===== config.mk =====
export PLATFORM = sky130hd
export DESIGN_NAME = arith_opcode_decoder
export DESIGN_NICKNAME = d
export VERILOG_FILES = /design/src/design/arith_opcode_decoder.v
export VERILOG_INCLUDE_DIRS = /design/src /design/src/design
export SDC_FILE = /design/constraint.sdc
export NUM_CORES = 1
export LEC_CHECK = 0
export ABC_AREA = 1
export BUFFER_PORTS_ARGS = -buffer_cell sky130_fd_sc_hd__buf_4
export CAP_MARGIN = 20
export CORE_MARGIN = 4
export CORE_UTILIZATION = 40
export CTS_BUF_LIST = sky130_fd_sc_hd__clkbuf_4 sky130_fd_sc_hd__clkbuf_8
export CTS_CLUSTER_DIAMETER = 40
export DETAILED_ROUTE_END_ITERATION = 16
export PLACE_DENSITY_LB_ADDON = 0.08
export SYNTH_ARGS = -nofsm -noshare
export SYNTH_HDL_FRONTEND = slang
export SYNTH_SLANG_ARGS = --single-unit

===== constraint.sdc =====
create_clock -name mclk -period 1.3 [get_ports mclk]
set_input_delay 0.065 -clock mclk [delete_from_list [all_inputs] [get_ports mclk]]
set_output_delay 0.065 -clock mclk [all_outputs]
set_load 0.01 [all_outputs]

===== src/design/arith_decoder_consts.vh =====
// Constants for the arithmetic opcode decoder
`ifndef ARITH_DECODER_CONSTS_VH
`define ARITH_DECODER_CONSTS_VH
// Operation codes reported to the execution unit
`define OP_NONE      5'h00
`define OP_SEG       5'h01
`define OP_SUM       5'h02
`define OP_SUM_CARRY 5'h03
`define OP_DIFF      5'h04
`define OP_DIFF_BORR 5'h05
`define OP_STEP_UP   5'h06
`define OP_STEP_DOWN 5'h07
`define OP_COMPARE   5'h08
`define OP_SIGN_FLIP 5'h09
`define OP_ASCII_SUM 5'h0a
`define OP_BCD_SUM   5'h0b
`define OP_ASCII_DIF 5'h0c
`define OP_BCD_DIF   5'h0d
`define OP_PRODUCT   5'h0e
// Prefix bytes
`define PFX_CODE  8'h2e
`define PFX_STACK 8'h36
`define PFX_DATA  8'h3e
`define PFX_EXTRA 8'h26
// Segment codes
`define SEG_EXTRA 2'h0
`define SEG_CODE  2'h1
`define SEG_STACK 2'h2
`define SEG_DATA  2'h3
// Single-byte adjust opcodes
`define OPC_ASCII_SUM 8'h37
`define OPC_BCD_SUM   8'h27
`define OPC_ASCII_DIF 8'h3f
`define OPC_BCD_DIF   8'h2f
// Opcode families, upper bits
`define FAM_SUM   6'h00
`define FAM_SUMC  6'h04
`define FAM_DIFF  6'h0a
`define FAM_DIFB  6'h06
`define FAM_CMP   6'h0e
`define FAM_IMM   6'h20
`define FAM_GRP3  7'h7b
`define FAM_GRP4  7'h7f
`define FAM_STEP  4'h4
// Accumulator-immediate families, opcode bits 7..3
`define ACC_SUM   5'h00
`define ACC_SUMC  5'h02
`define ACC_DIFF  5'h05
`define ACC_DIFB  5'h03
`define ACC_CMP   5'h07
// Extension field values
`define EXT_SUM   3'h0
`define EXT_STEPD 3'h1
`define EXT_SUMC  3'h2
`define EXT_DIFB  3'h3
`define EXT_FLIP  3'h3
`define EXT_PROD  3'h4
`define EXT_DIFF  3'h5
`define EXT_CMP   3'h7
`define MOD_REG   2'h3
// Clock counts
`define CLK_SEG      6'h02
`define CLK_RR_REG   6'h03
`define CLK_RR_MEM   6'h0a
`define CLK_IMM_REG  6'h04
`define CLK_IMM_MEM  6'h10
`define CLK_ACC_BYTE 6'h03
`define CLK_ACC_WORD 6'h04
`define CLK_STEP_MEM 6'h0f
`define CLK_ASCII_S  6'h08
`define CLK_BCD      6'h04
`define CLK_ASCII_D  6'h07
`define CLK_PRB_MIN  6'h1a
`define CLK_PRB_MAX  6'h1c
`define CLK_PRW_MIN  6'h23
`define CLK_PRW_MAX  6'h25
`define CLK_PMB_MIN  6'h20
`define CLK_PMB_MAX  6'h22
`define CLK_PMW_MIN  6'h29
`define CLK_PMW_MAX  6'h2b
`define CLK_WORD_ADD 6'h04
// Decoder states
`define ST_OPC  2'h0
`define ST_MODRM 2'h1
`define ST_IMM_LO 2'h2
`define ST_IMM_HI 2'h3
`endif


===== src/design/arith_opcode_decoder.v =====
// Arithmetic group and segment prefix decoder with clock-count model
// Contract
// - The four one-byte segment prefixes are recognised, cost 2 clocks and set the next operand segment.
// - The sum register/memory form with direction and width bits plus a mode byte costs 3 or 10 clocks.
// - Sum with carry has its own register/memory and accumulator opcodes plus immediate extension 010.
// - Difference decodes from its own opcodes and immediate extension 101 with the same clock counts.
// - Difference with borrow decodes from its own opcodes and immediate extension 011.
// - Sign flip is group opcode 1111011w extension 011 at 3 or 10 clocks.
// - The ASCII adjust after a sum is one byte and takes 8 clocks.
// - The BCD adjust after a sum is one byte and takes 4 clocks.
// - The ASCII adjust after a difference is one byte and takes 7 clocks.
// - The BCD adjust after a difference is one byte and takes 4 clocks.
// - Unsigned product is 1111011w extension 100 with its four clock ranges.
// - Memory clock counts marked as byte figures are treated as byte figures.
// - Word memory transfers add four clocks to the byte figure.
`timescale 1ns/100ps
`default_nettype none
`include "arith_decoder_consts.vh"

module arith_opcode_decoder (
  input  wire       mclk,
  input  wire       nrst,
  input  wire       byte_valid,
  input  wire [7:0] byte_data,
  output wire       byte_ready,
  output reg        op_valid,
  input  wire       op_ready,
  output reg  [4:0] op_code,
  output reg        op_word,
  output reg        op_mem,
  output reg        op_dir,
  output reg        op_writes,
  output reg  [7:0] op_modrm,
  output reg  [15:0] op_imm,
  output reg        op_seg_valid,
  output reg  [1:0] op_seg,
  output reg  [5:0] op_clk_min,
  output reg  [5:0] op_clk_max,
  output reg        op_unknown
);

  reg  [1:0] state;
  reg  [7:0] opc;
  reg        imm_hi_needed;
  reg        seg_pending;
  reg  [1:0] seg_sel;
  wire       take;
  wire       mod_mem;
  wire [2:0] ext;

  // Stall the queue while a decoded op waits for the execution unit
  assign byte_ready = !op_valid || op_ready;
  assign take       = byte_valid && byte_ready;
  assign mod_mem    = byte_data[7:6] != `MOD_REG;
  assign ext        = byte_data[5:3];

  // Word memory adder applied on top of byte figures
  function [5:0] mem_word;
    input [5:0] base;
    input       word;
    input       mem;
    begin
      mem_word = (word && mem) ? base + `CLK_WORD_ADD : base;
    end
  endfunction

  // Decoder sequencer and output registers
  always @(posedge mclk) begin
    if (!nrst) begin
      state         <= `ST_OPC;
      opc           <= 8'h00;
      imm_hi_needed <= 1'b0;
      seg_pending   <= 1'b0;
      seg_sel       <= `SEG_DATA;
      op_valid      <= 1'b0;
      op_code       <= `OP_NONE;
      op_word       <= 1'b0;
      op_mem        <= 1'b0;
      op_dir        <= 1'b0;
      op_writes     <= 1'b0;
      op_modrm      <= 8'h00;
      op_imm        <= 16'h0000;
      op_seg_valid  <= 1'b0;
      op_seg        <= `SEG_DATA;
      op_clk_min    <= 6'h00;
      op_clk_max    <= 6'h00;
      op_unknown    <= 1'b0;
    end else begin
      if (op_valid && op_ready)
        op_valid <= 1'b0;
      if (take) begin
        case (state)
          `ST_OPC: begin
            opc        <= byte_data;
            op_word    <= byte_data[0];
            op_dir     <= byte_data[1];
            op_mem     <= 1'b0;
            op_modrm   <= 8'h00;
            op_imm     <= 16'h0000;
            op_writes  <= 1'b1;
            op_unknown <= 1'b0;
            op_seg_valid <= seg_pending;
            op_seg     <= seg_sel;
            if (byte_data == `PFX_CODE || byte_data == `PFX_STACK ||
                byte_data == `PFX_DATA || byte_data == `PFX_EXTRA) begin
              // Prefix reported on its own, segment held for next op
              seg_pending <= 1'b1;
              case (byte_data)
                `PFX_CODE:  seg_sel <= `SEG_CODE;
                `PFX_STACK: seg_sel <= `SEG_STACK;
                `PFX_DATA:  seg_sel <= `SEG_DATA;
                default:    seg_sel <= `SEG_EXTRA;
              endcase
              op_code    <= `OP_SEG;
              op_writes  <= 1'b0;
              op_seg_valid <= 1'b0;
              op_clk_min <= `CLK_SEG;
              op_clk_max <= `CLK_SEG;
              op_valid   <= 1'b1;
            end else begin
              seg_pending <= 1'b0;
              if (byte_data == `OPC_ASCII_SUM || byte_data == `OPC_BCD_SUM ||
                  byte_data == `OPC_ASCII_DIF || byte_data == `OPC_BCD_DIF)
                begin
                op_valid <= 1'b1;
                op_word  <= 1'b0;
                case (byte_data)
                  `OPC_ASCII_SUM: begin
                    op_code    <= `OP_ASCII_SUM;
                    op_clk_min <= `CLK_ASCII_S;
                    op_clk_max <= `CLK_ASCII_S;
                  end
                  `OPC_BCD_SUM: begin
                    op_code    <= `OP_BCD_SUM;
                    op_clk_min <= `CLK_BCD;
                    op_clk_max <= `CLK_BCD;
                  end
                  `OPC_ASCII_DIF: begin
                    op_code    <= `OP_ASCII_DIF;
                    op_clk_min <= `CLK_ASCII_D;
                    op_clk_max <= `CLK_ASCII_D;
                  end
                  default: begin
                    op_code    <= `OP_BCD_DIF;
                    op_clk_min <= `CLK_BCD;
                    op_clk_max <= `CLK_BCD;
                  end
                endcase
              end else if (byte_data[7:4] == `FAM_STEP) begin
                // One-byte register step up / step down, word wide
                op_code    <= byte_data[3] ? `OP_STEP_DOWN : `OP_STEP_UP;
                op_word    <= 1'b1;
                op_modrm   <= {5'h18, byte_data[2:0]};
                op_clk_min <= `CLK_RR_REG;
                op_clk_max <= `CLK_RR_REG;
                op_valid   <= 1'b1;
              end else if (byte_data[2:1] == 2'h2 &&
                           (byte_data[7:2] == {`ACC_SUM, 1'b1} ||
                            byte_data[7:2] == {`ACC_SUMC, 1'b1} ||
                            byte_data[7:2] == {`ACC_DIFF, 1'b1} ||
                            byte_data[7:2] == {`ACC_DIFB, 1'b1} ||
                            byte_data[7:2] == {`ACC_CMP, 1'b1})) begin
                // Accumulator-immediate forms
                case (byte_data[7:3])
                  `ACC_SUM:  op_code <= `OP_SUM;
                  `ACC_SUMC: op_code <= `OP_SUM_CARRY;
                  `ACC_DIFF: op_code <= `OP_DIFF;
                  `ACC_DIFB: op_code <= `OP_DIFF_BORR;
                  default: begin
                    op_code   <= `OP_COMPARE;
                    op_writes <= 1'b0;
                  end
                endcase
                op_clk_min <= byte_data[0] ? `CLK_ACC_WORD : `CLK_ACC_BYTE;
                op_clk_max <= byte_data[0] ? `CLK_ACC_WORD : `CLK_ACC_BYTE;
                imm_hi_needed <= byte_data[0];
                state <= `ST_IMM_LO;
              end else if (byte_data[7:2] == `FAM_SUM ||
                           byte_data[7:2] == `FAM_SUMC ||
                           byte_data[7:2] == `FAM_DIFF ||
                           byte_data[7:2] == `FAM_DIFB ||
                           byte_data[7:2] == `FAM_CMP ||
                           byte_data[7:2] == `FAM_IMM ||
                           byte_data[7:1] == `FAM_GRP3 ||
                           byte_data[7:1] == `FAM_GRP4) begin
                state <= `ST_MODRM;
              end else begin
                op_code    <= `OP_NONE;
                op_unknown <= 1'b1;
                op_clk_min <= 6'h00;
                op_clk_max <= 6'h00;
                op_valid   <= 1'b1;
              end
            end
          end
          `ST_MODRM: begin
            op_modrm <= byte_data;
            op_mem   <= mod_mem;
            state    <= `ST_OPC;
            op_valid <= 1'b1;
            if (opc[7:2] == `FAM_IMM) begin
              // Immediate group; high byte only for s,w = 01
              imm_hi_needed <= opc[1:0] == 2'h1;
              state    <= `ST_IMM_LO;
              op_valid <= 1'b0;
              op_clk_min <= mod_mem ?
                mem_word(`CLK_IMM_MEM, opc[0], 1'b1) : `CLK_IMM_REG;
              op_clk_max <= mod_mem ?
                mem_word(`CLK_IMM_MEM, opc[0], 1'b1) : `CLK_IMM_REG;
              case (ext)
                `EXT_SUM:  op_code <= `OP_SUM;
                `EXT_SUMC: op_code <= `OP_SUM_CARRY;
                `EXT_DIFB: op_code <= `OP_DIFF_BORR;
                `EXT_DIFF: op_code <= `OP_DIFF;
                `EXT_CMP: begin
                  op_code    <= `OP_COMPARE;
                  op_writes  <= 1'b0;
                  op_clk_min <= mod_mem ?
                    mem_word(`CLK_RR_MEM, opc[0], 1'b1) : `CLK_RR_REG;
                  op_clk_max <= mod_mem ?
                    mem_word(`CLK_RR_MEM, opc[0], 1'b1) : `CLK_RR_REG;
                end
                default: begin
                  op_code    <= `OP_NONE;
                  op_unknown <= 1'b1;
                end
              endcase
            end else if (opc[7:1] == `FAM_GRP3) begin
              case (ext)
                `EXT_FLIP: begin
                  op_code    <= `OP_SIGN_FLIP;
                  op_clk_min <= mod_mem ?
                    mem_word(`CLK_RR_MEM, opc[0], 1'b1) : `CLK_RR_REG;
                  op_clk_max <= mod_mem ?
                    mem_word(`CLK_RR_MEM, opc[0], 1'b1) : `CLK_RR_REG;
                end
                `EXT_PROD: begin
                  // Product figures already cover word memory forms
                  op_code <= `OP_PRODUCT;
                  op_clk_min <= mod_mem ?
                    (opc[0] ? `CLK_PMW_MIN : `CLK_PMB_MIN) :
                    (opc[0] ? `CLK_PRW_MIN : `CLK_PRB_MIN);
                  op_clk_max <= mod_mem ?
                    (opc[0] ? `CLK_PMW_MAX : `CLK_PMB_MAX) :
                    (opc[0] ? `CLK_PRW_MAX : `CLK_PRB_MAX);
                end
                default: begin
                  op_code    <= `OP_NONE;
                  op_unknown <= 1'b1;
                  op_clk_min <= 6'h00;
                  op_clk_max <= 6'h00;
                end
              endcase
            end else if (opc[7:1] == `FAM_GRP4) begin
              if (ext == `EXT_SUM || ext == `EXT_STEPD) begin
                op_code <= ext[0] ? `OP_STEP_DOWN : `OP_STEP_UP;
                op_clk_min <= mod_mem ?
                  mem_word(`CLK_STEP_MEM, opc[0], 1'b1) : `CLK_RR_REG;
                op_clk_max <= mod_mem ?
                  mem_word(`CLK_STEP_MEM, opc[0], 1'b1) : `CLK_RR_REG;
              end else begin
                op_code    <= `OP_NONE;
                op_unknown <= 1'b1;
                op_clk_min <= 6'h00;
                op_clk_max <= 6'h00;
              end
            end else begin
              // Two-operand register/memory forms
              case (opc[7:2])
                `FAM_SUM:  op_code <= `OP_SUM;
                `FAM_SUMC: op_code <= `OP_SUM_CARRY;
                `FAM_DIFF: op_code <= `OP_DIFF;
                `FAM_DIFB: op_code <= `OP_DIFF_BORR;
                default: begin
                  op_code   <= `OP_COMPARE;
                  op_writes <= 1'b0;
                end
              endcase
              op_clk_min <= mod_mem ?
                mem_word(`CLK_RR_MEM, opc[0], 1'b1) : `CLK_RR_REG;
              op_clk_max <= mod_mem ?
                mem_word(`CLK_RR_MEM, opc[0], 1'b1) : `CLK_RR_REG;
            end
          end
          `ST_IMM_LO: begin
            op_imm <= {{8{byte_data[7]}}, byte_data}; // Sign-extend s=1
            if (imm_hi_needed) begin
              state <= `ST_IMM_HI;
            end else begin
              state    <= `ST_OPC;
              op_valid <= 1'b1;
            end
          end
          `ST_IMM_HI: begin
            op_imm[15:8] <= byte_data;
            state    <= `ST_OPC;
            op_valid <= 1'b1;
          end
          default: state <= `ST_OPC;
        endcase
      end
    end
  end

endmodule
`default_nettype wire


# ---- Word-level counts from Yosys, hierarchy flattened
# Cells that the tools add are included.
dict set report classes {
  n_eq_ne 57
  n_mux 106
  n_reduce_logical 45
}
# op count
set ops {}
lappend ops {{two-way mux 6 bit} 14}
lappend ops {{two-way mux 5 bit} 13}
lappend ops {{equality test 8 x 6 -> 1 bit (second input constant)} 8}
lappend ops {{one-hot mux 6 bit (2 select lines)} 4}
lappend ops {{two-way mux 1 bit} 41}
lappend ops {{equality test 6 x 3 -> 1 bit (second input constant)} 6}
lappend ops {{one-hot mux 4 bit (4 select lines)} 2}
lappend ops {{one-hot mux 8 bit (2 select lines)} 2}
lappend ops {{equality test 6 x 4 -> 1 bit (second input constant)} 5}
lappend ops {{equality test 7 bit (second input constant)} 4}
lappend ops {{two-way mux 8 bit} 3}
lappend ops {{one-hot mux 8 bit (3 select lines)} 1}
lappend ops {{one-hot mux 4 bit (5 select lines)} 1}
lappend ops {{logical OR 1 bit} 19}
lappend ops {{one-hot mux 4 bit (2 select lines)} 2}
lappend ops {{!= test 3 bit (second input constant)} 5}
lappend ops {{two-way mux 2 bit} 7}
lappend ops {{equality test 6 bit (second input constant)} 2}
lappend ops {{logical NOT 6 bit} 2}
lappend ops {{two-way mux 3 bit} 4}
lappend ops {{two-way mux 4 bit} 3}
lappend ops {{!= test 2 bit (second input constant)} 6}
lappend ops {{!= test 4 bit (second input constant)} 3}
lappend ops {{AND reduction 6 bit} 2}
lappend ops {{31 further kinds} 49}
dict set report totals {
  inputBits 12
  register_bits 64
  wordCells 227
}

# ---- Logic depth before layout (Yosys ltp)
# Gate-level depths: netlist (run 1).
dict set report depth {
  word_depth 15
  mapped_depth 13
  mapped_depth_nobuf 13
}

# ---- Worst setup path before layout (run 1)
# No wires, ideal clock.
dict set report synth_timing {
  path_kind {reg2reg}
  from {register op_valid}
  to {register op_code[0]}
  n_path_buf 1
  synth_period_minus_slack_ns 1.456
  stages_incl_launch_ff 13
  arrival_ns 1.339
  path_slack_ns -0.156
  cell_sequence {dfxtp_1 > inv_1 > nor2_1 > inv_2 > nand2_2 > inv_2 > nand2_1 > inv_1 > nand2_4 > buf_6 > nand2_1 > nand2_1 > a21oi_2}
}
dict set report synth_between {
  elab_chain_cells 4
}
# item line
set synth_rtl {}
lappend synth_rtl {{start, declared} arith_opcode_decoder.v:26} ;# output reg op_valid,
lappend synth_rtl {{start signal, assigned} arith_opcode_decoder.v:75} ;# op_valid <= 1'b0;
lappend synth_rtl {{start signal, assigned} arith_opcode_decoder.v:90} ;# op_valid <= 1'b0;
lappend synth_rtl {{start signal, assigned} arith_opcode_decoder.v:119} ;# op_valid <= 1'b1;
lappend synth_rtl {{logical NOT 1 bit} arith_opcode_decoder.v:52} ;# assign byte_ready = !op_valid || op_ready;
lappend synth_rtl {{logical OR 1 bit} arith_opcode_decoder.v:52}
lappend synth_rtl {{named net byte_ready} arith_opcode_decoder.v:25} ;# output wire byte_ready,
lappend synth_rtl {{logical AND 1 bit} arith_opcode_decoder.v:53} ;# assign take = byte_valid && byte_ready;
lappend synth_rtl {{AND reduction 3 bit (no line)} --}
lappend synth_rtl {{end signal, assigned} arith_opcode_decoder.v:76} ;# op_code <= `OP_NONE;
lappend synth_rtl {{end signal, assigned} arith_opcode_decoder.v:114} ;# op_code <= `OP_SEG;
lappend synth_rtl {{end signal, assigned} arith_opcode_decoder.v:129} ;# op_code <= `OP_ASCII_SUM;
lappend synth_rtl {{end, declared} arith_opcode_decoder.v:28} ;# output reg [4:0] op_code,
# The timed path passes the listed nets, and every way through them passes these cells.
# A chain may end at the register's enable or synchronous reset.

# ---- Worst setup path after layout (run 1)
dict set report layout_timing {
  from {register opc[3]}
  to {register op_clk_min[0]}
}
dict set report layout_between {
  elab_chain_cells 5
}
# item line
set layout_rtl {}
lappend layout_rtl {{start, declared} arith_opcode_decoder.v:43} ;# reg [7:0] opc;
lappend layout_rtl {{start signal, assigned} arith_opcode_decoder.v:94} ;# opc <= byte_data;
lappend layout_rtl {{equality test 7 bit (no line)} --}
lappend layout_rtl {{two-way mux 6 bit} arith_opcode_decoder.v:254} ;# end else if (opc[7:1] == `FAM_GRP4) begin
lappend layout_rtl {{two-way mux 6 bit} arith_opcode_decoder.v:228} ;# end else if (opc[7:1] == `FAM_GRP3) begin
lappend layout_rtl {{two-way mux 6 bit *} arith_opcode_decoder.v:201} ;# if (opc[7:2] == `FAM_IMM) begin
lappend layout_rtl {{one-hot mux 6 bit (2 select lines) *} arith_opcode_decoder.v:92} ;# case (state)
lappend layout_rtl {{end signal, assigned} arith_opcode_decoder.v:206} ;# op_clk_min <= mod_mem ?
lappend layout_rtl {{end signal, assigned} arith_opcode_decoder.v:232} ;# op_clk_min <= mod_mem ?
lappend layout_rtl {{end signal, assigned} arith_opcode_decoder.v:257} ;# op_clk_min <= mod_mem ?
lappend layout_rtl {{end, declared} arith_opcode_decoder.v:37} ;# output reg [5:0] op_clk_min,
# Mark *: on every way between the ends. The rest lies on a longest branch, timed or not.

==> impl_metrics.env, run 1 <==
export IMPL_status="complete, but fails checks"
export IMPL_synthCells=514
export IMPL_ys_warn_count=0
export IMPL_fin_crit_sh=1.13
export IMPL_tns_ns=-1.37
export IMPL_fmax_mhz=683
export IMPL_viasPerCell=5.00
export IMPL_timing_rr_start="opc[3]$_SDFFE_PN0P_"
export IMPL_r2r_cells=9
export IMPL_finalSetupViolations=24
export IMPL_num_antenna_cells=0
export IMPL_slew_violations=0
export IMPL_clockBufferDepth=2
export IMPL_syn_area_sq_mm=0.00330
export IMPL_crit_end="op_clk_min[0]$_SDFFE_PN0P_"
export IMPL_synthArstFlopShare=0
export IMPL_synth_seq_cells=58
export IMPL_cts_tree="built"
export IMPL_wl_per_cell_um=14.5
export IMPL_routabilityCongestion=0.945
export IMPL_path_class="reg -> reg"
export IMPL_synth_ff_type="dfxtp_1"
export IMPL_grt_util_met2=0.368
export IMPL_worst_slack_ns=-0.163
export IMPL_synth_seq_area_share=0.351
export IMPL_vdd_drop_max_mv=0.605
export IMPL_synthTopCellsByArea="dfxtp_1 35%, nand2_1 16%, a21oi_1 6.5%, nor2_1 6.5%, nand3_1 5.9%"
export IMPL_post_dp_hpwl_um=8070
export IMPL_layout_nets=674
export IMPL_synthToLayoutAreaGrowth_pct=57.0
export IMPL_finalClockSkew_ns=0.0124
export IMPL_grt_pass1_wl_um=17300
export IMPL_cp_data_arrival_time_ns=1.76
export IMPL_synth_nets=529
export IMPL_worstPathMaxFanout=4
export IMPL_hold_viol=0
export IMPL_leakagePower_nw=2.48
export IMPL_clock_sinks=58
export IMPL_drt_initial_drc_count=144
export IMPL_rsz0062_at_grt="yes"
export IMPL_yosys_area_top_type="dfxtp_1"
export IMPL_cap_violations=0
export IMPL_yosys_cell_types_count=36
export IMPL_antenna_left=0
export IMPL_clk_latency_ns=0.35
export IMPL_met3_usage=0.0488
export IMPL_worst_ep_required_time_ns=1.59
export IMPL_synth_most_common_cell="nand2_1"
export IMPL_die_h_um=98.9
export IMPL_netlist_area_leader_share=0.351
export IMPL_avgSynthCellArea_sq_um=6.43
export IMPL_firstDrtPassIters=4
export IMPL_dieWidth_um=98.9
export IMPL_grt_antenna_before_repair=0
export IMPL_clk_pin_slew_ns=0.07
export IMPL_power_density_mw_per_mm2=953
export IMPL_synthTopCellsByCount="143 x nand2_1, 58 x dfxtp_1, 57 x nor2_1"
export IMPL_ios=63
export IMPL_r2r_end="op_clk_min[0]$_SDFFE_PN0P_"
export IMPL_layout_drive_gt1_share=0.443
export IMPL_wirelength_um=11100
export IMPL_numCtsBuffers=9
export IMPL_critPathLaunch="opc[3]$_SDFFE_PN0P_"
export IMPL_post_route_drc_count=0
export IMPL_fp_coreArea_sq_mm=0.00789
export IMPL_die_area_sq_mm=0.00978
export IMPL_gr_max_usage_layer="met2"
export IMPL_hp_class="in -> reg"
export IMPL_cp_start_kind="register"
export IMPL_grt_max_degree=33
export IMPL_violations="negative setup slack"
export IMPL_fp_row_count=32
export IMPL_met1_usage=0.263
export IMPL_initial_core_util=0.419
export IMPL_port_buffers=61
export IMPL_rrSetupSlack_ns=-0.16
export IMPL_synth_edf_count=0
export IMPL_grt_use_total=0.219
export IMPL_vias=3831
export IMPL_grt_pass1_vias=3652
export IMPL_cts_root_buf="clkbuf_8"
export IMPL_htreeDepth=3
export IMPL_grt_overflow=0
export IMPL_utilization=0.658
export IMPL_end_kind="register"
export IMPL_period_needed_ns=1.46
## power breakdown
| group | switching [mW] | internal, mW | total [mW] |
|---|---|---|---|
| sequential | 0.0852 | 1.88 | 1.97 |
| combinational | 0.653 | 0.561 | 1.21 |
| clock | 0.759 | 1.01 | 1.77 |
## final cells by class
class	count	area, sq um
inverter	59	234
clock inverter	4	50.0
multi-input combinational	372	2110
tap	102	128
fill	695	2700
sequential	58	1190
clock buffer	12	159
timing repair buffer	159	1320
## sequential cells by signal (all words and copies together) (netlist names), 2 cells and up
register	cells
op_imm	16
op_modrm	8
opc	8
op_clk_min	6
op_code	4
op_clk_max	2
op_seg	2
seg_sel	2
state	2
## cell usage in the layout, fill, tap and decap left out, types with 2 or more instances in the layout
cell type     n
nor2_2        6
dfxtp_2       4
dfxtp_4       6
nand2_2      16
a21oi_1      30
o21ai_1      17
nor2_1       41
nand3_2      10
o21ai_2       7
inv_1        37
nand3_1      30
nand4_1       5
buf_6        18
nand3b_1      2
clkbuf_8     11
nand2_1     127
clkinvlp_4    2
o21ai_0      15
buf_4       135
nand2_4      11
a31oi_1       7
o211ai_1      2
inv_2        17
a21oi_2      14
buf_8         3
nor2_4       17
ha_1          3
dfxtp_1      48
inv_4         3
## kinds of logic (layout without fill, tap and decap cells)
group,count (synthesis),after routing,synth area share
and+or+nand+nor,272,272,0.369
adders and majority gates,3,3,0.0114
other,1,1,0.00113
AOI/OAI and AO/OA,96,96,0.157
DFF,58,58,0.351
buffers and inverters,84,234,0.110
## layer usage
metal / part of all wire / routed length (um) / vias to the layer above
li1: - / - / 1941
met4: 0.041 / 462 / 0
met1: 0.41 / 4620 / 1733
met2: 0.49 / 5470 / 116
met5: 0 / 0 / -
met3: 0.053 / 588 / 41
## through the flow
stage / std cells / total power [mW] / hold WS, ns / worst slack, ns / instance area (sq um)
floorplan: 514 / 2.52 / 0.200 / -0.0504 / 3340
global placement: 733 / 2.97 / 0.349 / -0.205 / 4400
detailed placement: 733 / 2.98 / 0.353 / -0.257 / 4400
CTS: 756 / 4.82 / 0.0370 / -0.0887 / 4780
global route: 766 / 5.18 / 0.0617 / -0.228 / 5190
finish: 766 / 4.95 / 0.0551 / -0.163 / 5190
## worst min path at each step
stage	end	cells after the start	slack (ns)	from
floorplan	op_valid$_SDFF_PN0_	2	0.20	byte_valid
global placement	op_valid$_SDFF_PN0_	3	0.35	byte_valid
detailed placement	op_valid$_SDFF_PN0_	3	0.35	byte_valid
CTS	seg_sel[0]$_SDFFE_PN1P_	3	0.04	byte_data[3]
global route	seg_sel[0]$_SDFFE_PN1P_	3	0.06	byte_data[3]
finish	seg_sel[0]$_SDFFE_PN1P_	3	0.06	byte_data[3]
## critical path, stage by stage (launching register included)
cell and delay, ns:
dfxtp_4 0.37, inv_4 0.05, buf_4 0.12, o211ai_1 0.35, nand2_1 0.14, nand3_1 0.13
nand2_1 0.09, nand3_1 0.08, nand2_1 0.05, inv_1 0.04
## repair_timing
action / in CTS / in global routing
endpoints found under the hold margin: 1 / 0
gates cloned: 1 / 3
buffers inserted: 5 / 7
endpoints found under the setup margin: 32 / 56
pin swaps: 23 / 35
gates resized for setup: 49 / 103
hold buffers: 1 / 0
Power figures use the tool's default switching activity.
==> inputs of run 2 (changes only) <==
- SKIP_CTS_REPAIR_TIMING: default -> 1
- clock period: 1.3 -> 1.7 ns (I/O delays scaled with it)
==> run 2 against run 1 <==
  * The run now ends clean
  * Sequential power is 24% lower
  * Power is 28% lower
  * Non-clock buffer count is 82 lower
  * Cell area is 20% lower
  * Setup slack better by 0.30 ns
  * Die area stayed put
  * Clock-buffer cell count is 1 lower
  * Maximum frequency is 6.7% lower
  * Critical path depth stayed put
  * Highest routed layer unchanged
==> impl_metrics.env, run 2 (synthesized netlist as in run 1, its figures left out) <==
export IMPL_dieWidth_um=98.9
export IMPL_pre_cts_ws_ns=-0.133
export IMPL_cts_tree="built"
export IMPL_critPathMaxStageDelay_ns=0.42
export IMPL_htreeDepth=3
export IMPL_path_class="reg -> reg"
export IMPL_utilization=0.524
export IMPL_grt_pass1_vias=3389
export IMPL_hp_start="byte_valid"
export IMPL_rrSetupSlack_ns=0.13
export IMPL_grt_max_degree=33
export IMPL_antenna_left=0
export IMPL_cp_slowest_cell="dfxtp_1"
export IMPL_grt_overflow=0
export IMPL_port_buffers=61
export IMPL_critPathTopFamily="simple AND/OR/NAND/NOR gates"
export IMPL_fin_crit_sh=0.922
export IMPL_firstDrtPassIters=4
export IMPL_clk_latency_ns=0.33
export IMPL_mostFrequentLayoutCells="140 x nand2_1, 77 x buf_4, 57 x dfxtp_1, 51 x nor2_1, 47 x inv_1"
export IMPL_met3_usage=0.0460
export IMPL_die_h_um=98.9
export IMPL_post_route_drc_count=0
export IMPL_cp_data_arrival_time_ns=1.80
export IMPL_largest_register_ff_count=16
export IMPL_grt_util_met2=0.347
export IMPL_grt_antenna_before_repair=0
export IMPL_drt_initial_drc_count=194
export IMPL_end_kind="register"
export IMPL_slew_violations=0
export IMPL_die_area_sq_mm=0.00978
export IMPL_clock_sinks=58
export IMPL_r2r_end="op_unknown$_SDFFE_PN0P_"
export IMPL_holdPathEnd="op_valid$_SDFF_PN0_"
export IMPL_finalSetupViolations=0
export IMPL_gr_max_usage_layer="met2"
export IMPL_grt_pass1_wl_um=16400
export IMPL_hp_class="in -> reg"
export IMPL_wirelength_um=9800
export IMPL_layout_nets=592
export IMPL_fp_row_count=32
export IMPL_timing_rr_start="opc[1]$_SDFFE_PN0P_"
export IMPL_final_common_cell="nand2_1"
export IMPL_finalClockSkew_ns=0.00756
export IMPL_numCtsBuffers=9
export IMPL_num_antenna_cells=0
export IMPL_hold_viol=0
export IMPL_viasPerCell=4.99
export IMPL_worst_ep_required_time_ns=1.93
export IMPL_cpMostUsedCell="nand2_1"
export IMPL_cap_violations=0
export IMPL_clockBufferDepth=2
export IMPL_met1_usage=0.262
export IMPL_crit_buf_inv=0
export IMPL_worst_slack_ns=0.132
export IMPL_clk_pin_slew_ns=0.07
export IMPL_grt_use_total=0.208
export IMPL_routabilityCongestion=0.952
export IMPL_fp_coreArea_sq_mm=0.00789
export IMPL_rsz0062_at_grt="yes"
export IMPL_fmax_mhz=638
export IMPL_crit_chain="nand2_1 -> nor2_1 -> nand2_2 -> nor2_4 -> nand2_1 -> nand3_1 -> nand2_1 -> nand2_1 -> nor2_1"
export IMPL_initial_core_util=0.419
export IMPL_post_dp_hpwl_um=7360
export IMPL_r2r_cells=9
export IMPL_vdd_drop_max_mv=0.521
export IMPL_regMostFlops="op_imm"
export IMPL_leakagePower_nw=1.94
export IMPL_period_needed_ns=1.57
export IMPL_layout_drive_gt1_share=0.242
export IMPL_worstPathMaxFanout=7
export IMPL_vias=3410
export IMPL_status="completed"
export IMPL_reg_top3="op_imm (16), op_modrm (8), opc (8)"
export IMPL_wl_per_cell_um=14.3
export IMPL_power_density_mw_per_mm2=863
export IMPL_hold_depth=3
export IMPL_ios=63
export IMPL_cts_root_buf="clkbuf_8"
export IMPL_cp_start_kind="register"
export IMPL_synthToLayoutAreaGrowth_pct=25.0
==> run 2: per-stage QoR <==
stage	setup TNS [ns]	std cells	instance area (sq um)	hold slack, ns	power, mW
after floorplan	0	514	3300	0.223	1.91
final	0	684	4130	0.0402	3.57
after global routing	-0.0173	684	4130	0.0366	3.77
after CTS	-0.666	680	4060	0.0126	3.58
after global placement	-0.309	664	3840	0.364	2.15
after detailed placement	-0.482	664	3840	0.374	2.15
==> run 2: area by class of cell <==
cell class,instances,area [sq um]
inverters,59,224
fillers,809,3760
well taps,102,128
flip-flops and latches,58,1160
clock inverters,5,78.8
repair buffers,77,578
clock buffers,11,139
multi-input cells,372,1820
==> run 2: routing by layer <==
| metal | share of wire | wire length, um |
|---|---|---|
| met5 | 0 | 0 |
| met4 | 0.020 | 195 |
| met3 | 0.047 | 465 |
| met2 | 0.48 | 4710 |
| met1 | 0.45 | 4430 |
==> run 2: tightest hold or removal path, cell delays in order <==
cell and delay, ns:
buf_4 0.13, nand2_1 0.06, a21oi_1 0.05
==> run 2: worst max-delay path by stage <==
stage,start,to,depth (start not counted)
floorplan,op_valid$_SDFF_PN0_,op_code[0]$_SDFFE_PN0P_,12
global placement,opc[4]$_SDFFE_PN0P_,op_unknown$_SDFFE_PN0P_,9
detailed placement,opc[4]$_SDFFE_PN0P_,op_unknown$_SDFFE_PN0P_,9
CTS,opc[4]$_SDFFE_PN0P_,op_unknown$_SDFFE_PN0P_,9
global route,state[1]$_SDFFE_PN0P_,op_imm[13]$_SDFFE_PN0P_,6
finish,opc[1]$_SDFFE_PN0P_,op_unknown$_SDFFE_PN0P_,9
==> run 2: report_power, final <==
group,internal (mW),switching (mW)
Clock,0.856,0.561
Combinational,0.255,0.409
Sequential,1.44,0.0475
==> inputs of run 3 (changes only) <==
- CAP_MARGIN: 20 -> default
- MAX_ROUTING_LAYER: default -> met4
==> run 3 against run 2 <==
  * Via count increased by 0.97%
  * Routed wire length increased by 1.5%
  * Setup slack got worse by 0.014 ns
  * Clock power decreased by 8%
  * Critical path depth unchanged
  * Sequential power about the same
  * Clock skew increased by 0.0040 ns
  * Highest routed layer unchanged
==> impl_metrics.env, run 3 (synthesized netlist as in run 1, its figures left out) <==
export IMPL_status="completed"
export IMPL_clock_sinks=58
export IMPL_leakagePower_nw=1.93
export IMPL_post_dp_hpwl_um=7360
export IMPL_clk_pin_slew_ns=0.08
export IMPL_fp_row_count=32
export IMPL_drt_initial_drc_count=195
export IMPL_end_kind="register"
export IMPL_vias=3443
export IMPL_regMostFlops="op_imm"
export IMPL_htreeDepth=3
export IMPL_cts_tree="built"
export IMPL_layout_drive_gt1_share=0.244
export IMPL_worstPathMaxFanout=7
export IMPL_num_antenna_cells=0
export IMPL_finalSetupViolations=0
export IMPL_fmax_mhz=632
export IMPL_finalClockSkew_ns=0.0115
export IMPL_die_h_um=98.9
export IMPL_reg_top3="op_imm (16), op_modrm (8), opc (8)"
export IMPL_grt_overflow=0
export IMPL_fin_crit_sh=0.930
export IMPL_viasPerCell=5.03
export IMPL_hp_class="in -> reg"
export IMPL_worst_ep_required_time_ns=1.93
export IMPL_tns_ns=0
export IMPL_wirelength_um=9950
export IMPL_largest_register_ff_count=16
export IMPL_clockBufferDepth=2
export IMPL_fp_coreArea_sq_mm=0.00789
export IMPL_path_class="reg -> reg"
export IMPL_cp_start_kind="register"
export IMPL_grt_max_degree=33
export IMPL_period_needed_ns=1.58
export IMPL_routabilityCongestion=0.941
export IMPL_layout_nets=593
export IMPL_grt_antenna_before_repair=0
export IMPL_port_buffers=61
export IMPL_initial_core_util=0.419
export IMPL_numCtsBuffers=9
export IMPL_mostFrequentLayoutCells="140 x nand2_1, 78 x buf_4, 58 x dfxtp_1, 51 x nor2_1, 46 x inv_1"
export IMPL_dieWidth_um=98.9
export IMPL_ios=63
export IMPL_grt_pass1_wl_um=16400
export IMPL_final_common_cell="nand2_1"
export IMPL_firstDrtPassIters=4
export IMPL_grt_pass1_vias=3363
export IMPL_cp_data_arrival_time_ns=1.81
export IMPL_clk_latency_ns=0.34
export IMPL_post_route_drc_count=0
export IMPL_hold_viol=0
export IMPL_synthToLayoutAreaGrowth_pct=24.8
export IMPL_antenna_left=0
export IMPL_vdd_drop_max_mv=0.522
export IMPL_grt_use_total=0.213
export IMPL_rsz0062_at_grt="no"
export IMPL_wl_per_cell_um=14.5
export IMPL_stdcell_count=685
export IMPL_slew_violations=0
export IMPL_dp_cells=663
export IMPL_die_area_sq_mm=0.00978
export IMPL_cts_root_buf="clkbuf_8"
export IMPL_cap_violations=0
export IMPL_power_density_mw_per_mm2=838
==> run 3: cell count changes in the layout (fill, tap and decap cells not counted), sizes merged <==
cell,delta
inv,+1
clkinvlp,+3
buf,+1
clkinv,-2
bufinv,-1
clkbuf,-1
==> run 3: per-stage QoR <==
step                 util  power, mW  area, sq um  hold WS [ns]  worst slack [ns]
floorplan               -       1.91         3300         0.223             0.244
global placement    0.486       2.15         3830         0.359           -0.0708
detailed placement  0.486       2.15         3830         0.376            -0.102
CTS                 0.511       3.45         4030      -0.00111            -0.139
global route        0.523       3.64         4120        0.0160           0.00946
finish              0.523       3.46         4120        0.0270             0.118
==> run 3: power breakdown <==
part / internal [mW] / switching, mW
Clock: 0.695 / 0.608
Sequential: 1.44 / 0.0481
Combinational: 0.257 / 0.411
Total: 2.39 / 1.07
==> run 3: path summary, 6_finish.rpt <==
check                    startpoint                      end  cells after the start  slack (ns)
max             opc[1]$_SDFFE_PN0P_  op_unknown$_SDFFE_PN0P_                      9        0.12
min                      byte_valid      op_valid$_SDFF_PN0_                      3        0.03
min reg2reg  op_seg[1]$_SDFFE_PN1P_   op_seg[1]$_SDFFE_PN1P_                      2        0.46
max reg2reg     opc[1]$_SDFFE_PN0P_  op_unknown$_SDFFE_PN0P_                      9        0.12
==> run 3: area by class of cell <==
type,count,area [sq um]
Fill cell,841,3760
Multi-Input combinational cell,372,1830
Sequential cell,58,1160
Timing Repair Buffer,78,586
Inverter,59,224
Clock buffer,10,131
Tap cell,102,128
Clock inverter,6,66.3
==> run 3: worst max-delay path: stages (launching register included) <==
cell,delay (ns)
dfxtp_1,0.43
nand2_1,0.13
nor2_1,0.15
nand2_2,0.15
nor2_4,0.18
nand2_1,0.12
nand3_1,0.15
nand2_1,0.06
nand2_1,0.05
nor2_1,0.04
==> run 3: layer usage <==
layer,global-route usage,up-vias,wire (um)
li1,-,1767,-
met1,0.267,1562,4460
met3,0.0432,20,540
met4,0.0683,0,214
met2,0.345,94,4730
met5,-,-,0
